==> config.mk <==
export PLATFORM = sky130hd
export DESIGN_NAME = xsm_ctrl
export DESIGN_NICKNAME = d
export VERILOG_FILES = /design/src/xsm_pkg.sv /design/src/xsm_area_map.sv /design/src/xsm_ctrl.sv
export SDC_FILE = /design/constraint.sdc
export NUM_CORES = 1
export LEC_CHECK = 0
export ABC_CLOCK_PERIOD_IN_PS = 2100
export BUFFER_PORTS_ARGS = -buffer_cell sky130_fd_sc_hd__buf_2
export CAP_MARGIN = 40
export CORE_AREA = 5 5 222 224
export DETAILED_ROUTE_END_ITERATION = 16
export DIE_AREA = 0 0 227 229
export PLACE_DENSITY = 0.53
export SYNTH_ARGS = -nofsm -noshare
export SYNTH_HDL_FRONTEND = slang
export SYNTH_SLANG_ARGS = --single-unit
export TNS_END_PERCENT = 100
==> constraint.sdc <==
create_clock -name core_clk -period 2.1 [get_ports core_clk]
set_input_delay 0.315 -clock core_clk [delete_from_list [all_inputs] [get_ports core_clk]]
set_output_delay 0.315 -clock core_clk [all_outputs]
set_load 0.1 [all_outputs]
==> src/xsm_pkg.sv <==
// package: constants for the extended state enable mask controller
package xsm_pkg;

  // ----------------------------------------------------------------
  // enable mask layout
  // ----------------------------------------------------------------
  localparam int unsigned MASK_W          = 64;
  localparam int unsigned HALF_W          = 32;
  localparam int unsigned BIT_EXPAND      = 63;
  localparam int unsigned BIT_PROFILING   = 62;
  localparam int unsigned BIT_WIDE_VECTOR = 2;
  localparam int unsigned BIT_VECTOR_128  = 1;
  localparam int unsigned BIT_LEGACY_FP   = 0;
  localparam logic [63:0] MASK_RESET      = 64'h0000_0000_0000_0001;
  localparam logic [63:0] MASK_HIGH_RSVD  = 64'hFFFF_FFFF_FFFF_FFF8;
  localparam logic [1:0]  PAIR_ILLEGAL    = 2'h2;
  localparam logic [2:0]  SUPPORTED_BASE  = 3'h7;

  // ----------------------------------------------------------------
  // control register space and control bits
  // ----------------------------------------------------------------
  localparam logic [31:0] IDX_ENABLE_MASK = 32'h0000_0000;
  localparam int unsigned CR4_OS_SAVE_BIT = 18;
  localparam logic [1:0]  RING_0          = 2'h0;

  // ----------------------------------------------------------------
  // save area layout
  // ----------------------------------------------------------------
  localparam logic [15:0] AREA_LEGACY_OFF  = 16'h0000;
  localparam logic [15:0] AREA_LEGACY_SIZE = 16'h0200;
  localparam logic [15:0] AREA_HEADER_OFF  = 16'h0200;
  localparam logic [15:0] AREA_HEADER_SIZE = 16'h0040;
  localparam logic [15:0] AREA_WIDE_SIZE   = 16'h0100;
  localparam logic [5:0]  COMP_LEGACY      = 6'h00;
  localparam logic [5:0]  COMP_VECTOR_128  = 6'h01;
  localparam logic [5:0]  COMP_WIDE_VECTOR = 6'h02;
  localparam logic [5:0]  COMP_HEADER      = 6'h3F;
  localparam logic [5:0]  COMP_PROFILING   = 6'h3E;

endpackage

==> src/xsm_area_map.sv <==
// module: fixed save area offset and size lookup per state component
`timescale 1ns/1ps
`default_nettype none
module xsm_area_map
  import xsm_pkg::*;
#(
  parameter logic [15:0] WIDE_OFF  = 16'h0240,
  parameter logic [15:0] PROF_OFF  = 16'h0340,
  parameter logic [15:0] PROF_SIZE = 16'h0080
) (
  // query
  input  wire logic [5:0]  comp,
  // answer
  output logic      [15:0] area_off,
  output logic      [15:0] area_size,
  output logic             area_hit
);

  // -------------------------------------------------------------------
  // lookup
  // -------------------------------------------------------------------
  // offsets never move with the enables: disabled parts leave holes
  always_comb begin
    area_off  = 16'h0000;
    area_size = 16'h0000;
    area_hit  = 1'b1;
    unique case (comp)
      COMP_LEGACY, COMP_VECTOR_128: begin // legacy image shares the first block
        area_off  = AREA_LEGACY_OFF;
        area_size = AREA_LEGACY_SIZE;
      end
      COMP_HEADER: begin // header right after legacy image
        area_off  = AREA_HEADER_OFF;
        area_size = AREA_HEADER_SIZE;
      end
      COMP_WIDE_VECTOR: begin // fixed offset, no compaction
        area_off  = WIDE_OFF;
        area_size = AREA_WIDE_SIZE;
      end
      COMP_PROFILING: begin // fixed offset, no compaction
        area_off  = PROF_OFF;
        area_size = PROF_SIZE;
      end
      default: begin
        area_hit = 1'b0;
      end
    endcase
  end

endmodule
`default_nettype wire

==> src/xsm_ctrl.sv <==
// module: extended state enable mask register, write checks and component gating
`timescale 1ns/1ps
`default_nettype none

module xsm_ctrl
  import xsm_pkg::*;
#(
  parameter logic PROFILING_SUPPORTED = 1'b0
) (
  // clock, reset, enable
  input  wire logic              core_clk,
  input  wire logic              rstn,
  input  wire logic              clk_en,
  // processor context
  input  wire logic [31:0]       cr4,
  input  wire logic [1:0]        cpl,
  input  wire logic              real_mode,
  input  wire logic              v86_mode,
  input  wire logic              smm_entry,
  // control register read and write instructions
  input  wire logic              ext_ctrl_reg_read_instr,
  input  wire logic              ext_ctrl_reg_write_instr,
  input  wire logic [31:0]       ctrl_index,
  input  wire logic [31:0]       wr_data_hi,
  input  wire logic [31:0]       wr_data_lo,
  output logic      [31:0]       rd_data_hi,
  output logic      [31:0]       rd_data_lo,
  output logic                   rd_valid,
  output logic                   wr_done,
  // save and restore instructions
  input  wire logic              extended_save_instr,
  input  wire logic              optimized_save_instr,
  input  wire logic              extended_restore_instr,
  input  wire logic [31:0]       op_mask_hi,
  input  wire logic [31:0]       op_mask_lo,
  output logic      [63:0]       save_component_mask,
  output logic                   save_valid,
  output logic      [63:0]       restore_component_mask,
  output logic                   restore_valid,
  // wide vector instruction issue
  input  wire logic              vector_instr,
  output logic                   vector_grant,
  // save area query
  input  wire logic              area_req,
  input  wire logic [5:0]        area_comp,
  output logic      [15:0]       area_off,
  output logic      [15:0]       area_size,
  output logic                   area_valid,
  // faults
  output logic                   general_protection_fault,
  output logic                   invalid_opcode_fault,
  // live state
  output logic      [63:0]       state_component_enable_mask,
  output logic      [63:0]       supported_component_mask,
  output logic                   profiling_extension_enable,
  output logic                   wide_vector_state_enable,
  output logic                   vector_128_state_enable,
  output logic                   legacy_float_state_enable
);

  // -------------------------------------------------------------------
  // state
  // -------------------------------------------------------------------
  // one flop vector holds everything; pulse fields are cleared each cycle that clk_en is high
  typedef struct packed {
    logic [63:0] mask;
    logic [63:0] supported;
    logic [31:0] rd_hi;
    logic [31:0] rd_lo;
    logic        rd_valid;
    logic        wr_done;
    logic [63:0] sv_mask;
    logic        sv_valid;
    logic [63:0] rs_mask;
    logic        rs_valid;
    logic        vec_grant;
    logic [15:0] a_off;
    logic [15:0] a_size;
    logic        a_valid;
    logic        gp;
    logic        ud;
  } xsm_state_t;

  // registered state and its next value
  xsm_state_t st_ff;
  xsm_state_t nxt_st;

  // combinational answer of the save area map
  logic [15:0] map_off;
  logic [15:0] map_size;
  logic        map_hit;

  // -------------------------------------------------------------------
  // functions
  // -------------------------------------------------------------------
  // capability: legacy, 128-bit and wide vector, plus profiling if built
  function automatic logic [63:0] xsm_supported();
    logic [63:0] s;
    s = {61'h0, SUPPORTED_BASE};
    s[BIT_PROFILING] = PROFILING_SUPPORTED;
    return s;
  endfunction

  // a new mask value is legal only in the documented patterns
  function automatic logic xsm_legal(input logic [63:0] v);
    logic [63:0] rsvd;
    logic        ok;
    rsvd = MASK_HIGH_RSVD & ~xsm_supported(); // bits 63:3 except a built profiling bit
    ok   = 1'b1;
    if ((v & rsvd) != 64'h0) begin
      ok = 1'b0; // bit 63 among these
    end
    if (!v[BIT_LEGACY_FP]) begin
      ok = 1'b0; // legacy float must be one
    end
    if (v[BIT_WIDE_VECTOR:BIT_VECTOR_128] == PAIR_ILLEGAL) begin
      ok = 1'b0; // wide without 128-bit
    end
    return ok;
  endfunction

  // prefix encoded instructions are unusable in these modes
  function automatic logic xsm_prefix_blocked(input logic rm, input logic vm, input logic sm);
    return rm | vm | sm;
  endfunction

  // component selection shared by save and restore: operand and enable mask both set
  function automatic logic [63:0] xsm_gate(input logic [63:0] op, input logic [63:0] en);
    return op & en;
  endfunction

  // -------------------------------------------------------------------
  // save area map
  // -------------------------------------------------------------------
  // pure lookup; its answer is registered only when a query is taken
  xsm_area_map u_map (
    .comp      (area_comp),
    .area_off  (map_off),
    .area_size (map_size),
    .area_hit  (map_hit)
  );

  // -------------------------------------------------------------------
  // request decode
  // -------------------------------------------------------------------
  logic        os_save_en;
  logic        rd_req;
  logic        wr_req;
  logic        ring_ok;
  logic        index_ok;
  logic        vec_ok;
  logic [63:0] wr_val;
  logic [63:0] op_val;

  // operand halves are joined here so every path sees one 64-bit word
  assign os_save_en = cr4[CR4_OS_SAVE_BIT]; // gates the control register instructions
  assign wr_val     = {wr_data_hi, wr_data_lo}; // upper half in one register, lower in another
  assign op_val     = {op_mask_hi, op_mask_lo};
  // a read and a write in one cycle: the read is served and the write dropped
  assign rd_req     = ext_ctrl_reg_read_instr;
  assign wr_req     = ext_ctrl_reg_write_instr & ~ext_ctrl_reg_read_instr;
  // privilege and index checks; the index check serves both access paths
  assign ring_ok    = (cpl == RING_0);
  assign index_ok   = (ctrl_index == IDX_ENABLE_MASK); // only index zero exists
  // wide vector issue needs the os enable, both vector bits and a prefix-capable mode
  assign vec_ok     = os_save_en && st_ff.mask[BIT_WIDE_VECTOR] && st_ff.mask[BIT_VECTOR_128]
                      && !xsm_prefix_blocked(real_mode, v86_mode, smm_entry);

  // -------------------------------------------------------------------
  // next state
  // -------------------------------------------------------------------
  // pulses default low, levels and data hold their last value
  always_comb begin
    nxt_st           = st_ff;
    nxt_st.rd_valid  = 1'b0;
    nxt_st.wr_done   = 1'b0;
    nxt_st.sv_valid  = 1'b0;
    nxt_st.rs_valid  = 1'b0;
    nxt_st.vec_grant = 1'b0;
    nxt_st.a_valid   = 1'b0;
    nxt_st.gp        = 1'b0;
    nxt_st.ud        = 1'b0;
    nxt_st.supported = xsm_supported();

    // read: any ring, index zero only
    if (rd_req) begin
      if (!os_save_en) begin
        nxt_st.ud = 1'b1;
      end else if (!index_ok) begin
        nxt_st.gp = 1'b1;
      end else begin
        nxt_st.rd_hi    = st_ff.mask[63:32];
        nxt_st.rd_lo    = st_ff.mask[31:0];
        nxt_st.rd_valid = 1'b1; // no ring check on reads
      end
    end else if (wr_req) begin
      // write: checks first, mask untouched on any fault
      if (!os_save_en) begin
        nxt_st.ud = 1'b1;
      end else if (!ring_ok) begin
        nxt_st.gp = 1'b1;
      end else if (!index_ok) begin
        nxt_st.gp = 1'b1;
      end else if (!xsm_legal(wr_val)) begin
        nxt_st.gp = 1'b1;
      end else begin
        nxt_st.mask    = wr_val;
        nxt_st.wr_done = 1'b1;
      end
    end

    // save and restore run in every mode, no mode gate here
    if (extended_save_instr | optimized_save_instr) begin
      nxt_st.sv_mask  = xsm_gate(op_val, st_ff.mask);
      nxt_st.sv_valid = 1'b1;
    end
    if (extended_restore_instr) begin
      nxt_st.rs_mask  = xsm_gate(op_val, st_ff.mask);
      nxt_st.rs_valid = 1'b1;
    end

    // wide vector issue: needs os enable, both vector bits, usable mode
    // refusal only stops issue; no state is cleared on mode changes
    if (vector_instr) begin
      if (!vec_ok) begin
        nxt_st.ud = 1'b1;
      end else begin
        nxt_st.vec_grant = 1'b1;
      end
    end

    // save area query; unknown components answer with size zero
    if (area_req) begin
      nxt_st.a_off   = map_off;
      nxt_st.a_size  = map_hit ? map_size : 16'h0000;
      nxt_st.a_valid = 1'b1;
    end
  end

  // -------------------------------------------------------------------
  // registers
  // -------------------------------------------------------------------
  // synchronous reset acts even while the clock enable is low
  always_ff @(posedge core_clk) begin
    if (!rstn) begin
      st_ff           <= '0;
      st_ff.mask      <= MASK_RESET;
      st_ff.supported <= xsm_supported(); // capability never changes after reset
    end else if (clk_en) begin
      st_ff <= nxt_st;
    end
  end

  // -------------------------------------------------------------------
  // outputs, all straight from the state register
  // -------------------------------------------------------------------
  assign rd_data_hi                  = st_ff.rd_hi;
  assign rd_data_lo                  = st_ff.rd_lo;
  assign rd_valid                    = st_ff.rd_valid;
  assign wr_done                     = st_ff.wr_done;
  assign save_component_mask         = st_ff.sv_mask;
  assign save_valid                  = st_ff.sv_valid;
  assign restore_component_mask      = st_ff.rs_mask;
  assign restore_valid               = st_ff.rs_valid;
  assign vector_grant                = st_ff.vec_grant;
  assign area_off                    = st_ff.a_off;
  assign area_size                   = st_ff.a_size;
  assign area_valid                  = st_ff.a_valid;
  assign general_protection_fault    = st_ff.gp;
  assign invalid_opcode_fault        = st_ff.ud;
  assign state_component_enable_mask = st_ff.mask;
  assign supported_component_mask    = st_ff.supported;
  // per component enables decoded from the mask
  assign profiling_extension_enable  = st_ff.mask[BIT_PROFILING];
  assign wide_vector_state_enable    = st_ff.mask[BIT_WIDE_VECTOR];
  assign vector_128_state_enable     = st_ff.mask[BIT_VECTOR_128];
  assign legacy_float_state_enable   = st_ff.mask[BIT_LEGACY_FP];

endmodule
`default_nettype wire

After elaboration in Yosys (flattened, before gate mapping)
Cells that the tools add are included.
- multiplexer cells: 37
- reduce and logical (&&, ||, !) cells: 15
- add/sub/neg operators: 0
- shift operators: 0
- div/mod/pow operators: 0
- $mul: 0
- $lt $le $gt $ge: 0
- bitwise operators: 6
- eq/ne operators: 5
- operator list (operator ; count):
    bitwise AND 64 bit ; 1
    nonzero test 64 bit ; 1
    one-hot mux 10 bit (4 select lines) ; 1
    zero test 32 bit ; 1
    two-way mux 1 bit ; 32
    one-hot mux 10 bit (3 select lines) ; 1
    == test 6 bit (second input constant) ; 2
    two-way mux 10 bit ; 1
    AND reduction 7 bit ; 1
    == test 6 x 1 -> 1 bit (second input constant) ; 1
    == test 6 x 2 -> 1 bit (second input constant) ; 1
    zero test 6 bit ; 1
    AND reduction 2 bit ; 3
    OR reduction 5 bit ; 1
    two-way mux 2 bit ; 2
    AND reduction 4 bit ; 1
    logical AND 1 bit ; 3
    OR 1 bit ; 3
    == test 2 bit (second input constant) ; 1
    zero test 2 bit ; 1
    OR reduction 2 bit ; 1
    bitwise AND 1 bit ; 1
    zero test 1 bit ; 1
    NOT 1 bit ; 1
- bits in writable memories: 0
- bits in latches: 0
- output and inout port bits: 364
- flip-flop bits (word level): 290
- ROM bits: 0
- memories kept: 0
- word-level logic and storage cells: 78
- bits of input ports: 213

Longest topological paths before layout
- depth in word-level cells: 17
- mapped depth: 7
- mapped depth without buffers: 5

Cells and area by module
Synthesis repeated with hierarchy kept, for this count alone.
- cells, all modules: 1229
- area, all modules: 11760.0 µm²
- by module, submodules not included (module ; area each (µm²) ; instances ; cells an instance ; sequential area each (µm²)):
    xsm_ctrl ; 11492.3 ; 1 ; 1190 ; 5925.7
    xsm_area_map ; 267.8 ; 1 ; 39 ; 0.0

Worst setup path before layout
No wires, ideal clock.
- kind: input-to-reg
- from: input port wr_data_hi[15]
- to: register st_ff, in the netlist state_component_enable_mask[62]
- buffers on the path: 1
- cell stages on the path: 6
- setup slack: 0.292 ns
- data arrival time: 1.692 ns
- setup time: 0.116 ns
- data required time: 1.984 ns
- path through: nor4_1 nand4_1 nor4_2 a21boi_2 buf_6 and2_4
- cells in the longest elaborated chain, start to end: 10
- RTL lines (item ; RTL line ; source):
    from (decl) ; xsm_ctrl.sv:24 ; input wire logic [31:0] wr_data_hi,
    nonzero test 64 bit ; xsm_ctrl.sv:110 ; if ((v & rsvd) != 64'h0) begin
    two-way mux 1 bit ; xsm_ctrl.sv:110 ;
    two-way mux 1 bit ; xsm_ctrl.sv:113 ; if (!v[BIT_LEGACY_FP]) begin
    two-way mux 1 bit ; xsm_ctrl.sv:116 ; if (v[BIT_WIDE_VECTOR:BIT_VECTOR_128] == PAIR_ILLEGAL) begin
    two-way mux 1 bit ; xsm_ctrl.sv:202 ; end else if (!index_ok) begin
    two-way mux 1 bit ; xsm_ctrl.sv:200 ; end else if (!ring_ok) begin
    two-way mux 1 bit ; xsm_ctrl.sv:198 ; if (!os_save_en) begin
    two-way mux 1 bit ; xsm_ctrl.sv:196 ; end else if (wr_req) begin
    two-way mux 1 bit ; xsm_ctrl.sv:186 ; if (rd_req) begin
    AND reduction 7 bit (no line) ; - ;
    to (signal assigned) ; xsm_ctrl.sv:250 ; st_ff <= nxt_st;
    to (decl) ; xsm_ctrl.sv:85 ; xsm_state_t st_ff;
No other way between the ends. The select of a mux whose other input is x is not followed.
A chain may end at the register's enable or synchronous reset.

Worst setup path after layout
- from: register st_ff, in the netlist state_component_enable_mask[2]
- to: output port state_component_enable_mask[2]
- RTL lines (item ; RTL line ; source):
    to (decl) ; xsm_ctrl.sv:53 ; output logic [63:0] state_component_enable_mask,
No word-level cell between the ends.

==> flow_summary.ini <==
[run_status]
outcome = completed

[grt]
grt_overflow = 0
grt_max_degree = 126
grt_pass1_vias = 9070
grt_busiest_layer = met2
grt_antenna_before_repair = 5
use_met3_pct = 4.37
met1_usage_pct = 17.1
grt_pass1_wl_um = 54400
gr-usage-met2_pct = 21.1
globalRouteTotalUtil_pct = 13.1

[critical_path]
reg2regPathDepth = 4
critPathLaunch = state_component_enable_mask[2]
required_ps = 1780
critPathSlowestCell = dfxtp_1
critical-path-top-delay-family = flip-flops
path_cells = buf_2
path_depth = 1
r2r_end = vector_grant
regToRegStartpoint = state_component_enable_mask[2]
crit_path_end_kind = output port
crit_fanout = 7
critPathCapture = state_component_enable_mask[2]
r2r_setup_slack_ps = 890
critPathBufInv = 1
crit_arrival_ps = 1590
cp-start-kind = flop
max_stage_delay_ps = 530
critPathKind = reg2out

[place]
place_congestion = 0.889
postPlaceCellArea_um2 = 13600
dp_hpwl_um = 28100
port_buffers = 456

[clock_tree]
path_clk_slew_ps = 60
clock_tree.buffer_depth = 3
tritoncts = done
clock_latency_ps = 550
post_cts_resized = 0
cts.sinks = 270
htreeDepth = 1
cts_buffers = 30
root_buffer = clkbuf_16

[die]
die_height_um = 229
core_area_um2 = 47100
ios = 577
dieArea_um2 = 52000
rows = 80
die_x_um = 227
initial_core_util_pct = 22.8

[drt]
drc = 0
via_per_inst = 4.23
ant_nets = 0
totalWireLength_um = 37000
wl_per_cell_um = 16.9
drt-pass1-iter-count = 7
drt_iter0_markers = 397
vias = 9270

[sta]
setup_viol = 0
fmax_mhz = 524
worstMarginPinSlew_ps = 588
maxSlewHeadroom_pct = 60.8
fin_crit_sh_pct = 90.9
hold_violations = 0
hold_ws_ps = 46.9
fin_crit_ps = 1910
rsz0062_at_grt = no
fin_worst_skew_ps = 6.33
final_max_slew_viol_count = 0

[worst_hold_path]
min_path_type = in2reg

[power_and_ir_drop]
power_leakage_nw = 6.35
vdd_ir_drop_max_uv = 556
power_per_cell_area_nw_per_um2 = 812

[logic_synthesis]
yosysWarningCount = 0
synthCells = 1105
synth_area_um2 = 10800
synth_top_area_share_pct = 50.3
yosysSeqAreaShare_pct = 50.3
synth_area_leaders = dfxtp_1 50%, a21boi_0 9.5%, buf_4 6.6%
yosysTopAreaCell = dfxtp_1
syn_area_per_cell_um2 = 9.73
synth_cell_types = 36
ys_ff_latch = 270

[finish]
layout_common_cells = 455 x buf_2, 270 x dfxtp_1, 136 x a21boi_0
nNetsFinal = 1768
drive_above_1_share_pct = 38.7
final_common_cell = buf_2
fin_area_um2 = 14600
area_growth_pct = 35.8

[flow_run]
maxCapViolations = 0
-- power by group --
group / internal, mW / switching [mW] / total, mW / leakage (nW)
registers: 5.13 / 0.00416 / 5.14 / 2.17
logic: 0.245 / 1.08 / 1.33 / 3.66
clock network: 3.31 / 2.08 / 5.39 / 0.515
total: 8.69 / 3.17 / 11.9 / 6.35
-- sequential cells by signal (all words and copies together) (netlist names) --
name and count:
restore_component_mask 64, save_component_mask 64, state_component_enable_mask 64, rd_data_hi 32, rd_data_lo 32, area_off 3
area_size 3, area_valid 1, general_protection_fault 1, invalid_opcode_fault 1, rd_valid 1, restore_valid 1
save_valid 1, vector_grant 1, wr_done 1
-- routing by layer --
layer / wire length [µm] / vias to the layer above / part of all wire [%]
met1: 15800 / 4368 / 43
met5: 54 / - / 0.15
met4: 888 / 8 / 2.4
met3: 3640 / 55 / 9.8
li1: - / 4463 / -
met2: 16700 / 376 / 45
-- cells in the mapped netlist --
library cell and n:
a21boi_2 1, and3b_1 1, nand2b_1 7, o2111ai_1 1, a211oi_1 1, or4_1 1, mux2i_1 64, and3_1 2
and2_1 2, nor2b_1 72, nor4_1 23, nor4_2 1, nor4b_2 1, o21bai_1 1, clkbuf_1 44, nor4_4 1
nor3_1 7, buf_2 1, a31oi_1 1, dfxtp_1 270, a21boi_0 136, buf_1 10, o221a_2 1, buf_6 11
conb_1 2, nand3_1 131, a21oi_1 6, buf_4 95, and2_4 60, nand2_1 135, o21ai_0 3, nand4_1 6
inv_1 1, nand4b_1 1, o211ai_1 1, o21a_1 4
-- metrics by stage --
stage	util (%)	TNS (ps)	instances	setup slack, ps	total power [mW]
floorplan	-	0	1192	292	6.35
global placement	28.8	-1630	2137	-53.0	6.57
detailed placement	28.8	-3520	2137	-104	6.57
CTS	31.0	0	2192	93.8	12.1
global route	31.0	0	2192	86.3	12.3
finish	31.0	0	2193	191	11.9
-- cell families after synthesis --
| logic type | Yosys count | synth area share [%] |
|---|---|---|
| AND/OR/NAND/NOR | 451 | 23.2 |
| buffers and inverters | 162 | 9.75 |
| multiplexers | 64 | 5.96 |
| AO/OA/AOI/OAI | 156 | 10.7 |
| flip-flops | 270 | 50.3 |
| other | 2 | 0.0698 |
-- what timing repair did --
action,4_1_cts,5_1_grt
hold endpoints to repair,1,0
buffers inserted,0,0
hold buffers,1,0
-- layout make-up --
cell class / instances / area (µm²)
inverters: 1 / 3.75
clock inverters: 7 / 88.8
repair buffers: 492 / 2720
multi-input cells: 760 / 4670
flip-flops and latches: 270 / 5410
well taps: 615 / 769
clock buffers: 47 / 946
diodes: 1 / 2.50
fillers: 5021 / 32500
-- worst min-delay path by stage --
stage	from	endpoint	slack, ps	depth (start not counted)
2_1_floorplan	vector_instr	invalid_opcode_fault	480	2
3_5_place_dp	save_component_mask[52]	save_component_mask[52]	450	2
6_report	vector_instr	invalid_opcode_fault	50	3
5_1_grt	vector_instr	invalid_opcode_fault	20	3
4_1_cts	op_mask_hi[8]	restore_component_mask[40]	2	3
3_3_place_gp	save_component_mask[44]	save_component_mask[44]	450	2
(Power assumes the default switching activity.)
